[config.mk]
export PLATFORM = sky130hd
export DESIGN_NAME = sfp_channel
export DESIGN_NICKNAME = d
export VERILOG_FILES = /design/src/shared/sfp_pkg.sv /design/src/shared/sfp_stream_if.sv /design/src/core/sfp_channel.sv /design/src/core/sfp_stage_fifo.sv
export VERILOG_INCLUDE_DIRS = /design/src /design/src/shared
export SDC_FILE = /design/constraint.sdc
export NUM_CORES = 2
export LEC_CHECK = 0
export ABC_AREA = 1
export BUFFER_PORTS_ARGS = -buffer_cell sky130_fd_sc_hd__buf_2
export CORE_MARGIN = 5
export CORE_UTILIZATION = 50
export CTS_BUF_LIST = sky130_fd_sc_hd__clkbuf_8
export DETAILED_ROUTE_END_ITERATION = 7
export PLACE_DENSITY = 0.66
export RECOVER_POWER = 50
export SLEW_MARGIN = 20
export SYNTH_ARGS = -nofsm -noshare
export SYNTH_HDL_FRONTEND = slang
export SYNTH_SLANG_ARGS = --single-unit
[constraint.sdc]
create_clock -name sys_clk -period 6.3 [get_ports sys_clk]
set_input_delay 0.63 -clock sys_clk [delete_from_list [all_inputs] [get_ports sys_clk]]
set_output_delay 0.63 -clock sys_clk [all_outputs]
set_load 0.03 [all_outputs]
[src/shared/sfp_map.svh]
// Purpose: constants for one channel of the programmable-flag sync fifo
// Assumes: included by the package and the channel module by bare name
// Notes:   widths, depths, field positions and reset values only
`ifndef SFP_MAP_SVH
`define SFP_MAP_SVH

// data path and storage
`define SFP_DATA_W        9
`define SFP_DEPTH_WORDS   256
`define SFP_DEPTH         9'h100
`define SFP_CNT_W         9
`define SFP_PTR_W         8
`define SFP_STAGE_DEPTH   16

// offset registers
`define SFP_REG_W         8
`define SFP_OFF_W         8
`define SFP_REG_COUNT     4
`define SFP_IDX_EMPTY_LOW  2'h0
`define SFP_IDX_EMPTY_HIGH 2'h1
`define SFP_IDX_FULL_LOW   2'h2
`define SFP_IDX_FULL_HIGH  2'h3

// reset values
`define SFP_RST_LOW_BYTE  8'h07
`define SFP_RST_HIGH_BYTE 8'h00
`define SFP_RST_DATA      9'h000
`define SFP_RST_COUNT     9'h000
`define SFP_RST_PTR       8'h00

`endif

[src/shared/sfp_pkg.sv]
// Purpose: types and offset-sequence decoding for the sync fifo channel
// Assumes: sfp_map.svh gives the widths
// Notes:   the access sequence walks a gray code, one bit per step
`include "sfp_map.svh"

package sfp_pkg;

  // position in the offset register access sequence
  typedef enum logic [1:0]
  {
    sfp_seq_empty_low  = 2'h0,
    sfp_seq_empty_high = 2'h1,
    sfp_seq_full_low   = 2'h3,
    sfp_seq_full_high  = 2'h2
  } sfp_seq_type;

  typedef logic [`SFP_REG_W-1:0]  sfp_byte_type;
  typedef logic [`SFP_DATA_W-1:0] sfp_word_type;
  typedef logic [`SFP_CNT_W-1:0]  sfp_count_type;

  // register index selected by a sequence position
  function automatic logic [1:0] sfp_seq_index(input sfp_seq_type seq);
    logic [1:0] idx;
    idx = `SFP_IDX_EMPTY_LOW;
    unique case (seq)
      sfp_seq_empty_low:  idx = `SFP_IDX_EMPTY_LOW;
      sfp_seq_empty_high: idx = `SFP_IDX_EMPTY_HIGH;
      sfp_seq_full_low:   idx = `SFP_IDX_FULL_LOW;
      sfp_seq_full_high:  idx = `SFP_IDX_FULL_HIGH;
    endcase
    return idx;
  endfunction : sfp_seq_index

  // following position, wrapping after the full-offset high byte
  function automatic sfp_seq_type sfp_seq_step(input sfp_seq_type seq);
    sfp_seq_type nxt;
    nxt = sfp_seq_empty_low;
    unique case (seq)
      sfp_seq_empty_low:  nxt = sfp_seq_empty_high;
      sfp_seq_empty_high: nxt = sfp_seq_full_low;
      sfp_seq_full_low:   nxt = sfp_seq_full_high;
      sfp_seq_full_high:  nxt = sfp_seq_empty_low;
    endcase
    return nxt;
  endfunction : sfp_seq_step

endpackage : sfp_pkg

[src/shared/sfp_stream_if.sv]
// Purpose: valid/ready word stream between the channel and its stage fifo
// Assumes: one clock, source holds data while valid and not ready
// Notes:   a word moves on a cycle with valid and ready both high
`timescale 1ns/1ns

interface sfp_stream_if #(parameter int W = 9);
  logic         valid;  // source offers a word
  logic         ready;  // sink takes it this cycle
  logic [W-1:0] data;   // offered word

  modport source (output valid, output data, input ready);
  modport sink   (input valid, input data, output ready);
endinterface : sfp_stream_if

[src/core/sfp_channel.sv]
// Purpose: one channel of a 9-bit sync fifo with programmable flags
// Assumes: pin clocks and enables are sampled on sys_clk, edges detected here
// Notes:   words pass a staging fifo before the main array; flags are active low
`timescale 1ns/1ns
`include "sfp_map.svh"

// What this block does
// RULE1 - load pin low in reset selects load
// RULE2 - four 8-bit offset registers, writable and readable
// RULE3 - offset writes go empty low, high, full low, high
// RULE4 - after full high byte wrap to empty low
// RULE5 - load high resumes fifo, keeps sequence position
// RULE6 - offset reads follow the same sequence
// RULE7 - controller avoids simultaneous offset write and read
// RULE8 - almost empty low at n or fewer words
// RULE9 - almost empty high at n+1 or more
// RULE10 - almost full low at depth minus m
// RULE11 - almost full high when free exceeds m
// RULE12 - both offsets default to seven
// RULE13 - full flag low when full, blocks writes
// RULE14 - full flag changes only on write edges
// RULE15 - empty flag low when empty, blocks reads
// RULE16 - four flag outputs track occupancy
// RULE17 - single device ties read enable two low
// RULE18 - width expansion merges flags externally
// RULE19 - load pin high in reset gives enable
// RULE20 - data output holds last read when empty
// RULE21 - offset width equals pointer width, rest ignored
// RULE22 - reset restores defaults and sequence start
module sfp_channel
  import sfp_pkg::*;
(
  input  wire logic                   sys_clk,
  input  wire logic                   reset,
  input  wire logic                   write_clock_a,
  input  wire logic                   read_clock_a,
  input  wire logic [`SFP_DATA_W-1:0] data_in_a,
  input  wire logic                   primary_write_enable_a_n,
  input  wire logic                   second_write_enable_or_load_a,
  input  wire logic                   primary_read_enable_a_n,
  input  wire logic                   second_read_enable_a_n,
  output logic      [`SFP_DATA_W-1:0] data_out_a,
  output logic                        full_flag_a_n,
  output logic                        empty_flag_a_n,
  output logic                        almost_empty_flag_a_n,
  output logic                        almost_full_flag_a_n
);

  sfp_stream_if #(.W(`SFP_DATA_W)) fill_if ();   // write port into staging
  sfp_stream_if #(.W(`SFP_DATA_W)) drain_if ();  // staging into main array

  sfp_word_type  mem [`SFP_DEPTH_WORDS];  // main channel storage
  sfp_byte_type  offset_reg [`SFP_REG_COUNT];
  sfp_byte_type  next_offset_reg [`SFP_REG_COUNT];
  sfp_seq_type   seq;                     // offset access position
  sfp_seq_type   next_seq;
  logic          load_mode;               // pin acts as load control
  logic          next_load_mode;
  logic          wclk_prev;               // last sampled write clock
  logic          rclk_prev;               // last sampled read clock
  logic          wr_edge;                 // write clock rose
  logic          rd_edge;                 // read clock rose
  logic          load_active;             // load control held low
  logic          off_write;               // offset register write
  logic          off_read;                // offset register read
  logic          wr_accept;               // word enters the fifo
  logic          rd_accept;               // word leaves the fifo
  logic          drain;                   // staging word into array
  sfp_count_type occ;                     // words held, staging included
  sfp_count_type next_occ;
  sfp_count_type arr_cnt;                 // words in main array
  sfp_count_type next_arr_cnt;
  logic [`SFP_PTR_W-1:0] arr_wptr;
  logic [`SFP_PTR_W-1:0] arr_rptr;
  logic [`SFP_PTR_W-1:0] next_arr_wptr;
  logic [`SFP_PTR_W-1:0] next_arr_rptr;
  logic [`SFP_OFF_W-1:0] n_value;         // empty offset
  logic [`SFP_OFF_W-1:0] m_value;         // full offset
  logic [2*`SFP_REG_W-1:0] empty_wide;
  logic [2*`SFP_REG_W-1:0] full_wide;
  sfp_count_type full_threshold;          // depth minus m
  sfp_word_type  next_data_out;
  logic          next_full_n;
  logic          next_empty_n;
  logic          next_almost_empty_n;
  logic          next_almost_full_n;

  // clock edges and access decode
  assign wr_edge     = write_clock_a && !wclk_prev;
  assign rd_edge     = read_clock_a && !rclk_prev;
  assign load_active = load_mode && !second_write_enable_or_load_a;
  assign off_write   = wr_edge && load_active && !primary_write_enable_a_n;  // RULE3
  assign off_read    = rd_edge && load_active && !primary_read_enable_a_n
                       && !second_read_enable_a_n;                         // RULE6
  // in either mode a fifo write needs enable one low and the shared pin high
  assign wr_accept   = wr_edge && !primary_write_enable_a_n
                       && second_write_enable_or_load_a
                       && full_flag_a_n && fill_if.ready;                   // RULE13 RULE19
  assign rd_accept   = rd_edge && !load_active && !primary_read_enable_a_n
                       && !second_read_enable_a_n && empty_flag_a_n;        // RULE15

  // offset values, bits beyond the pointer width are ignored
  assign empty_wide     = {offset_reg[`SFP_IDX_EMPTY_HIGH], offset_reg[`SFP_IDX_EMPTY_LOW]};
  assign full_wide      = {offset_reg[`SFP_IDX_FULL_HIGH], offset_reg[`SFP_IDX_FULL_LOW]};
  assign n_value        = empty_wide[`SFP_OFF_W-1:0];                       // RULE21
  assign m_value        = full_wide[`SFP_OFF_W-1:0];                        // RULE21
  assign full_threshold = `SFP_DEPTH - {1'b0, m_value};

  // staging fifo on the write path
  assign fill_if.valid  = wr_accept;
  assign fill_if.data   = data_in_a;
  assign drain_if.ready = (arr_cnt != `SFP_DEPTH);
  assign drain          = drain_if.valid && drain_if.ready;

  sfp_stage_fifo #(
    .WIDTH (`SFP_DATA_W),
    .DEPTH (`SFP_STAGE_DEPTH)
  ) u_sfp_stage_fifo (
    .sys_clk (sys_clk),
    .reset   (reset),
    .push    (fill_if),
    .pop     (drain_if)
  );

  // mode capture, sampled on every cycle of reset
  always_comb
  begin
    next_load_mode = load_mode;
    if (reset)
      next_load_mode = !second_write_enable_or_load_a;                      // RULE1 RULE19
  end

  always_ff @(posedge sys_clk)
  begin
    load_mode <= next_load_mode;
  end

  // offset access sequence, shared by writes and reads
  always_comb
  begin
    next_seq = seq;
    if (off_write || off_read)
      next_seq = sfp_seq_step(seq);                                         // RULE4 RULE5
  end

  always_ff @(posedge sys_clk)
  begin
    if (reset)
      seq <= sfp_seq_empty_low;                                             // RULE22
    else
      seq <= next_seq;
  end

  // four offset bytes
  generate
    for (genvar i = 0; i < `SFP_REG_COUNT; i++)
    begin : g_offset
      localparam logic [1:0] IDX = 2'(i);
      localparam sfp_byte_type RST_VAL =
        ((IDX == `SFP_IDX_EMPTY_LOW) || (IDX == `SFP_IDX_FULL_LOW)) ?
        `SFP_RST_LOW_BYTE : `SFP_RST_HIGH_BYTE;

      // store on an offset write aimed at this byte
      always_comb
      begin
        next_offset_reg[i] = offset_reg[i];
        if (off_write && (sfp_seq_index(seq) == IDX))
          next_offset_reg[i] = data_in_a[`SFP_REG_W-1:0];                   // RULE2 RULE3
      end

      always_ff @(posedge sys_clk)
      begin
        if (reset)
          offset_reg[i] <= RST_VAL;                                         // RULE12 RULE22
        else
          offset_reg[i] <= next_offset_reg[i];
      end
    end
  endgenerate

  // occupancy and main array pointers
  always_comb
  begin
    next_occ      = occ;
    next_arr_cnt  = arr_cnt;
    next_arr_wptr = drain ? arr_wptr + `SFP_PTR_W'(1) : arr_wptr;
    next_arr_rptr = rd_accept ? arr_rptr + `SFP_PTR_W'(1) : arr_rptr;
    if (wr_accept && !rd_accept)
      next_occ = occ + `SFP_CNT_W'(1);
    else if (!wr_accept && rd_accept)
      next_occ = occ - `SFP_CNT_W'(1);
    if (drain && !rd_accept)
      next_arr_cnt = arr_cnt + `SFP_CNT_W'(1);
    else if (!drain && rd_accept)
      next_arr_cnt = arr_cnt - `SFP_CNT_W'(1);
  end

  always_ff @(posedge sys_clk)
  begin
    if (reset)
    begin
      occ      <= `SFP_RST_COUNT;
      arr_cnt  <= `SFP_RST_COUNT;
      arr_wptr <= `SFP_RST_PTR;
      arr_rptr <= `SFP_RST_PTR;
    end
    else
    begin
      occ      <= next_occ;
      arr_cnt  <= next_arr_cnt;
      arr_wptr <= next_arr_wptr;
      arr_rptr <= next_arr_rptr;
    end
  end

  // main array write
  always_ff @(posedge sys_clk)
  begin
    if (drain)
      mem[arr_wptr] <= drain_if.data;
  end

  // output word: fifo read or offset read-back, else hold
  always_comb
  begin
    next_data_out = data_out_a;                                             // RULE20
    if (rd_accept)
      next_data_out = mem[arr_rptr];
    else if (off_read)
      next_data_out = {1'b0, offset_reg[sfp_seq_index(seq)]};               // RULE6
  end

  // flags: write side on write edges, read side on read edges
  always_comb
  begin
    next_full_n         = full_flag_a_n;
    next_almost_full_n  = almost_full_flag_a_n;
    next_empty_n        = empty_flag_a_n;
    next_almost_empty_n = almost_empty_flag_a_n;
    if (wr_edge)
    begin
      next_full_n        = (next_occ != `SFP_DEPTH);                        // RULE13 RULE14
      next_almost_full_n = (next_occ < full_threshold);                     // RULE10 RULE11
    end
    if (rd_edge)
    begin
      next_empty_n        = (next_arr_cnt != `SFP_RST_COUNT);               // RULE15
      next_almost_empty_n = (next_arr_cnt > {1'b0, n_value});               // RULE8 RULE9
    end
  end

  // output and edge registers
  always_ff @(posedge sys_clk)
  begin
    if (reset)
    begin
      wclk_prev             <= 1'b0;
      rclk_prev             <= 1'b0;
      data_out_a            <= `SFP_RST_DATA;
      full_flag_a_n         <= 1'b1;
      almost_full_flag_a_n  <= 1'b1;
      empty_flag_a_n        <= 1'b0;
      almost_empty_flag_a_n <= 1'b0;
    end
    else
    begin
      wclk_prev             <= write_clock_a;
      rclk_prev             <= read_clock_a;
      data_out_a            <= next_data_out;
      full_flag_a_n         <= next_full_n;                                 // RULE16
      almost_full_flag_a_n  <= next_almost_full_n;
      empty_flag_a_n        <= next_empty_n;
      almost_empty_flag_a_n <= next_almost_empty_n;
    end
  end

  chk_mode_capture_release : assert property (@(posedge sys_clk) // RULE1
    $fell(reset) |-> (load_mode == !$past(second_write_enable_or_load_a)))
    else $error("load mode not taken from pin at reset");

  chk_offset_store_order : assert property (@(posedge sys_clk) disable iff (reset) // RULE3
    (off_write && seq == sfp_seq_full_low) |=>
      (offset_reg[`SFP_IDX_FULL_LOW] == $past(data_in_a[`SFP_REG_W-1:0]))
      && (seq == sfp_seq_full_high))
    else $error("offset write went to wrong byte");

  chk_offset_seq_wrap : assert property (@(posedge sys_clk) disable iff (reset) // RULE4
    (off_write && seq == sfp_seq_full_high) |=> (seq == sfp_seq_empty_low))
    else $error("offset sequence did not wrap");

  chk_seq_kept_idle : assert property (@(posedge sys_clk) disable iff (reset) // RULE5
    !(off_write || off_read) |=> $stable(seq))
    else $error("offset position moved without access");

  chk_offset_read_back : assert property (@(posedge sys_clk) disable iff (reset) // RULE6
    (off_read && seq == sfp_seq_empty_high) |=>
      (data_out_a == {1'b0, $past(offset_reg[`SFP_IDX_EMPTY_HIGH])}))
    else $error("offset read-back wrong");

  chk_almost_empty_low : assert property (@(posedge sys_clk) disable iff (reset) // RULE8
    (rd_edge && (next_arr_cnt <= {1'b0, n_value})) |=> !almost_empty_flag_a_n)
    else $error("almost empty not low at n or fewer");

  chk_almost_empty_high : assert property (@(posedge sys_clk) disable iff (reset) // RULE9
    rd_edge ##1 (arr_cnt > {1'b0, $past(n_value)}) |-> almost_empty_flag_a_n)
    else $error("almost empty not high above n");

  chk_almost_full_level : assert property (@(posedge sys_clk) disable iff (reset) // RULE10
    wr_edge |=> (almost_full_flag_a_n == (occ < `SFP_DEPTH - {1'b0, $past(m_value)})))
    else $error("almost full flag wrong on write edge");

  chk_default_offsets : assert property (@(posedge sys_clk) // RULE12
    $fell(reset) |-> (n_value == `SFP_RST_LOW_BYTE) && (m_value == `SFP_RST_LOW_BYTE))
    else $error("offsets not seven after reset");

  chk_full_blocks_write : assert property (@(posedge sys_clk) disable iff (reset) // RULE13
    !full_flag_a_n |=> (occ <= $past(occ)))
    else $error("write taken while full");

  chk_full_write_clock : assert property (@(posedge sys_clk) disable iff (reset) // RULE14
    !wr_edge |=> $stable(full_flag_a_n))
    else $error("full flag moved without write edge");

  chk_empty_blocks_read : assert property (@(posedge sys_clk) disable iff (reset) // RULE15
    !empty_flag_a_n |=> (arr_cnt >= $past(arr_cnt)))
    else $error("read taken while empty");

  chk_hold_last_word : assert property (@(posedge sys_clk) disable iff (reset) // RULE20
    (!rd_accept && !off_read) |=> $stable(data_out_a))
    else $error("data output changed without read");

  cov_offset_wrap : cover property (@(posedge sys_clk) disable iff (reset)
    off_write && seq == sfp_seq_full_high);

  cov_full_reached : cover property (@(posedge sys_clk) disable iff (reset)
    !full_flag_a_n);

  cov_offset_read : cover property (@(posedge sys_clk) disable iff (reset)
    off_read);

  cov_empty_to_data : cover property (@(posedge sys_clk) disable iff (reset)
    !empty_flag_a_n ##1 empty_flag_a_n);

endmodule : sfp_channel

[src/core/sfp_stage_fifo.sv]
// Purpose: small staging fifo on the write path of the channel
// Assumes: depth is a power of two
// Notes:   ready drops when full, valid drops when empty
`timescale 1ns/1ns

module sfp_stage_fifo
  import sfp_pkg::*;
#(
  parameter int WIDTH = 9,
  parameter int DEPTH = 16
)
(
  input wire logic      sys_clk,
  input wire logic      reset,
  sfp_stream_if.sink    push,
  sfp_stream_if.source  pop
);

  localparam int PW = $clog2(DEPTH);
  localparam logic [PW:0] FULL_COUNT = (PW+1)'(DEPTH);

  logic [WIDTH-1:0] mem [DEPTH];  // staging storage
  logic [PW-1:0]    wr_ptr;       // next slot to fill
  logic [PW-1:0]    rd_ptr;       // oldest slot
  logic [PW:0]      count;        // words held
  logic [PW-1:0]    next_wr_ptr;
  logic [PW-1:0]    next_rd_ptr;
  logic [PW:0]      next_count;
  logic             push_fire;    // word taken in
  logic             pop_fire;     // word handed on

  // honest full and empty
  assign push.ready = (count != FULL_COUNT);
  assign pop.valid  = (count != '0);
  assign pop.data   = mem[rd_ptr];
  assign push_fire  = push.valid && push.ready;
  assign pop_fire   = pop.valid && pop.ready;

  // pointer and level next values
  always_comb
  begin
    next_wr_ptr = push_fire ? wr_ptr + PW'(1) : wr_ptr;
    next_rd_ptr = pop_fire ? rd_ptr + PW'(1) : rd_ptr;
    next_count  = count;
    if (push_fire && !pop_fire)
      next_count = count + (PW+1)'(1);
    else if (!push_fire && pop_fire)
      next_count = count - (PW+1)'(1);
  end

  // register pointers and level
  always_ff @(posedge sys_clk)
  begin
    if (reset)
    begin
      wr_ptr <= '0;
      rd_ptr <= '0;
      count  <= '0;
    end
    else
    begin
      wr_ptr <= next_wr_ptr;
      rd_ptr <= next_rd_ptr;
      count  <= next_count;
    end
  end

  // storage write
  always_ff @(posedge sys_clk)
  begin
    if (push_fire)
      mem[wr_ptr] <= push.data;
  end

  chk_stage_no_overfill : assert property (@(posedge sys_clk) disable iff (reset)
    count <= FULL_COUNT)
    else $error("stage fifo ready while full");

  chk_stage_level_track : assert property (@(posedge sys_clk) disable iff (reset)
    (push_fire && !pop_fire) |=> (count == $past(count) + (PW+1)'(1)))
    else $error("stage fifo level missed a push");

  cov_stage_fills : cover property (@(posedge sys_clk) disable iff (reset)
    count == FULL_COUNT);

endmodule : sfp_stage_fifo

# Yosys cells after proc, flatten, opt, wreduce, memory -nomap -nowiden

Memories as Yosys holds them, arrays and structs flattened. A register that Yosys moved wholly into a read port is not among the register bits.
Cells that the tools add are included.

Bitwise gates (word level): 4
Equality and inequality tests: 13
$add $sub $neg: 11
Order comparisons: 2
Reduce and logical (&&, ||, !) cells: 50
Multiplexer cells: 31

Operators by type and width:

| kind                                                               | count |
|---|---|
| 8-bit two-way mux                                                  | 10 |
| 9-bit two-way mux                                                  | 6 |
| 1-bit logical AND                                                  | 28 |
| 9-bit by 1-bit adder with 9-bit output, second input constant      | 2 |
| 9-bit inequality test, second input constant                       | 2 |
| 9-bit by 1-bit subtractor with 9-bit output, second input constant | 2 |
| 8-bit by 1-bit adder with 8-bit output, second input constant      | 2 |
| 2-bit case mux with 4 select lines                                 | 2 |
| 1-bit logical NOT                                                  | 11 |
| 5-bit two-way mux                                                  | 2 |
| 9-bit by 8-bit greater-than comparator with 1-bit output           | 1 |
| 9-bit less-than comparator                                         | 1 |
| 9-bit nonzero test                                                 | 1 |
| 9-bit by 8-bit subtractor with 9-bit output, first input constant  | 1 |
| 4-bit by 1-bit adder with 4-bit output, second input constant      | 2 |
| 2-bit == test, second input constant                               | 4 |
| 4-bit two-way mux                                                  | 2 |
| 2-bit AND reduction                                                | 4 |
| 1-bit two-way mux                                                  | 7 |
| 5-bit by 1-bit adder with 5-bit output, second input constant      | 1 |
| 5-bit inequality test, second input constant                       | 1 |
| 5-bit nonzero test                                                 | 1 |
| 5-bit by 1-bit subtractor with 5-bit output, second input constant | 1 |
| 2-bit by 1-bit == test with 1-bit output, second input constant    | 2 |
| other kinds (6)                                                    | 15 |

Input port bits: 17
Logic and storage cells: 130
Register bits after elaboration: 65
Bits in writable memories: 2,480
Memories: 3

Memories:

| name                 | depth | width | read ports | clocked after Yosys merged registers in | wr ports | line                 | RTL |
|---|---|---|---|---|---|---|---|
| mem                  | 256   | 9     | 1          | 1                                       | 1        | sfp_channel.sv:52    | `` sfp_word_type mem [`SFP_DEPTH_WORDS]; `` |
| u_sfp_stage_fifo.mem | 16    | 9     | 1          | 1                                       | 1        | sfp_stage_fifo.sv:22 | `logic [WIDTH-1:0] mem [DEPTH];` |
| offset_reg           | 4     | 8     | 3          | 0                                       | 4        | sfp_channel.sv:53    | `` sfp_byte_type offset_reg [`SFP_REG_COUNT]; `` |

# Longest topological paths before layout

Word-level depth: 11
Gate-level depth with buffers: 22

# Cells and area by module

A second synthesis with hierarchy kept.

Cell total of the unflattened synthesis: 9,113
Area, all modules: 105,279.7 um^2

By module, submodules not included:

| module         | cells each | seq. area each (um^2) | times used | area each (um^2) |
|---|---|---|---|---|
| sfp_channel    | 8,394      | 71,198.3              | 1          | 98,101.6 |
| sfp_stage_fifo | 719        | 4,664.5               | 1          | 7,178.1 |

# Least setup slack after synthesis

OpenSTA, ideal clock, no wires.

Path type: register to register
Start: reg with a tool-made name
End: mem mem[0][0] (netlist bit) (data pin)
Path slack: 1.067 ns
Setup time: 0.821 ns
Buffers on the path: 2
Cell stages (with the launch flop): 7
Arrival: 4.412 ns
Cell sequence: dfxtp_1 clkbuf_1 clkbuf_1 mux2i_1 o211ai_1 o211ai_1 nand2_1

RTL lines:

| what      | line |
|---|---|
| to (decl) | sfp_channel.sv:52 |

# Worst setup path in the final report

Start: reg arr_cnt[0]
End: mem mem[96][7] (netlist bit) (enable)

Cells in the longest elaborated chain, start to end: 4

Ends and longest elaborated chain:

| what                                    | line               | RTL |
|---|---|---|
| from (decl)                             | sfp_channel.sv:71  | `sfp_count_type arr_cnt;` |
| from (signal assigned)                  | sfp_channel.sv:203 | `` arr_cnt <= `SFP_RST_COUNT; `` |
| from (signal assigned)                  | sfp_channel.sv:210 | `arr_cnt <= next_arr_cnt;` |
| 9-bit inequality test (no source line)  | -                  |  |
| 1-bit logical AND                       | sfp_channel.sv:113 | `assign drain = drain_if.valid && drain_if.ready;` |
| 1-bit two-way mux                       | sfp_channel.sv:219 | `if (drain)` |
| 1-bit two-way mux (implied by the code) | sfp_channel.sv:220 | `mem[arr_wptr] <= drain_if.data;` |

Every way passes these cells.

==> flow_metrics.env <==
export IMPL_cts_tree="built"
export IMPL_yosys_area_top_type_share_pct=70.7
export IMPL_hold_viol=0
export IMPL_largest_reg_flops=2304
export IMPL_holdWs_ns=0.167
export IMPL_rows=168
export IMPL_period_minus_slack_ns=5.26
export IMPL_cp_start_kind="flop"
export IMPL_die_w_um=467
export IMPL_first_iter_violations=8438
export IMPL_placed_area_um2=107000
export IMPL_setup_viol=0
export IMPL_fmax_ghz=0.190
export IMPL_core_area_um2=209000
export IMPL_cp_end_kind="flop"
export IMPL_clk_pin_slew_ns=0.06
export IMPL_grt_max_degree=370
export IMPL_antenna_found_initial=5
export IMPL_cts_resized=0
export IMPL_postRouteAntennaNets=0
export IMPL_numCtsBuffers=415
export IMPL_fin_setup_tns_ns=0
export IMPL_max_cap_viol_count=17
export IMPL_p_per_area_nw_per_um2=367
export IMPL_min_path_type="input pin to flop"
export IMPL_finalClockSkew_ns=0.0765
export IMPL_grt_pass1_vias=66900
export IMPL_via_count=69700
export IMPL_power_leakage_nw=39.3
export IMPL_synth_xor_area_share_pct=0.250
export IMPL_synthSimpleGateAreaFrac_pct=19.3
export IMPL_syn_to_final_growth_pct=8.71
export IMPL_synth_fa_ha_area_share_pct=0.521
export IMPL_syn_nets=8861
export IMPL_wl_per_cell_um=23.6
export IMPL_drive_gt1_share_pct=6.53
export IMPL_syn_area_um2=105000
export IMPL_htreeDepth=5
export IMPL_final_common_cell="edfxtp_1"
export IMPL_postSynthAreaPerCell_um2=11.9
export IMPL_grt_setup_unrepaired="no"
export IMPL_status="finished with violations"
export IMPL_yosys_area_top_type="edfxtp_1"
export IMPL_ys_ff_latch=2557
export IMPL_crit_arrival_ns=5.83
export IMPL_cp_max_fo=17
export IMPL_die_area_um2=219000
export IMPL_yosysWarnings=0
export IMPL_synth_top_family_by_area="simple AND/OR/NAND/NOR gates"
export IMPL_synth_edff_count=2465
export IMPL_drv_slew=815
export IMPL_clock_latency_ns=1.11
export IMPL_fin_crit_sh_pct=83.4
export IMPL_fp_dieH_um=467
export IMPL_max_slew_margin_rel_pct=-75.5
export IMPL_ios=30
export IMPL_muxShareOfSynthArea_pct=0.354
export IMPL_grt_overflow=0
export IMPL_ys_top_cells_by_area="edfxtp_1, nand3_1, nand2_1, nor2_1, dfxtp_1"
export IMPL_ys_seq_area_share_pct=72.5
export IMPL_layout_common_cells="edfxtp_1, nand2_1, nand3_1, nor2_1, clkbuf_8"
export IMPL_tightest_slew_ns=2.63
export IMPL_cts_buffer_depth=4
export IMPL_required_ns=6.87
export IMPL_final_cell_area_um2=114000
export IMPL_nets=8837
export IMPL_path_class="flop to flop"
export IMPL_hpwl_um=156000
export IMPL_initial_utilization_pct=50.1
export IMPL_clock_root_buffer="clkbuf_8"
export IMPL_firstDrtPassIters=8
export IMPL_fin_cells=11900
export IMPL_async_flop_share_pct=0
export IMPL_drc_errors=5
export IMPL_dp_cells=11200
export IMPL_yosysUniqueCellTypes=45
export IMPL_place_congestion=0.854
export IMPL_post_route_util_pct=54.4
export IMPL_vdd_drop_max_mv=0.412
export IMPL_via_per_inst=5.87
export IMPL_violations="design-rule violations, max-capacitance violations, max-slew violations"
export IMPL_wl_um=280000
export IMPL_grt_usage_pct=25.2
export IMPL_grt_first_pass_wirelength_um=419000
export IMPL_syn_inst=8801
export IMPL_numPortBuffers=29
export IMPL_synthFlopType="edfxtp_1"
export IMPL_clock_sinks=2557
export IMPL_synth_compound_area_share_pct=3.57
[power breakdown]
group | internal [mW] | total [mW] | switching, mW
sequential | 22.1 | 22.3 | 0.167
combinational | 1.01 | 6.60 | 5.59
clock | 6.52 | 12.9 | 6.35
[timing repair]
item / 4_1_cts / 5_1_grt
hold endpoints to repair: 146 / 0
hold buffers: 14 / 0
buffers inserted: 0 / 0
[synthesized netlist by cell type (all sizes together) (3+ instances only)]
library cell,number
a21oi,94
a31oi,5
a32o,5
buf,369
clkbuf,214
clkinv,11
dfxtp,92
edfxtp,2465
ha,42
inv,163
mux2i,37
nand2,2092
nand3,1922
nand4,18
nor2,651
nor3,13
nor4,5
o211ai,52
o21a,4
o21ai,375
o22ai,132
xnor2,3
xor2,26
[routing by layer]
layer	global-route usage, %	up-vias	routed length (µm)	share of wire (%)
li1	-	31400	-	-
met3	4.89	536	27000	9.6
met4	9.43	0	10300	3.7
met5	0	-	0	0
met1	35.8	34200	114000	41
met2	38.8	3493	129000	46
[metrics by stage]
stage	setup WS, ns	total power, mW
finish	1.04	41.8
detailed placement	2.07	29.2
CTS	2.05	42.0
global placement	2.02	29.1
floorplan	1.07	26.4
global route	0.972	43.2
[critical path, cell delays in order, from the launching register on]
cell      delay, ns
dfxtp_1        0.32
clkinv_1       0.12
ha_1           0.20
nand2_1        0.12
clkinv_1       0.07
nand4_1        0.08
nand2_1        0.40
clkinv_1       0.59
nand4_1        0.38
clkbuf_1       1.72
nor2_1         0.72
[worst paths after layout]
kind	from	end	slack (ns)	depth (start not counted)
min	primary_write_enable_a_n	u_sfp_stage_fifo.wr_ptr[1]	0.17	6
max reg2reg	arr_cnt[0]	mem[96][7]	1.04	10
max	arr_cnt[0]	mem[96][7]	1.04	10
min reg2reg	offset_reg[0][1]	offset_reg[0][1]	0.48	2
[cell families after synthesis]
family,Yosys count
mux,37
fa+ha+maj,43
xor+xnor,29
buf+inv,757
simple gates,4704
flops,2557
compound gates,674
[final cells by class]
type                    instances  area [µm²]
diodes                          4        10.0
clock buffers                 428        5890
repair buffers                142        1340
multi-input cells            5487       25100
well taps                    2805        3510
flip-flops and latches       2557       75900
clock inverters               283        1330
inverters                     174         711
fillers                     17600       95200
Power figures use the tool's default switching activity.
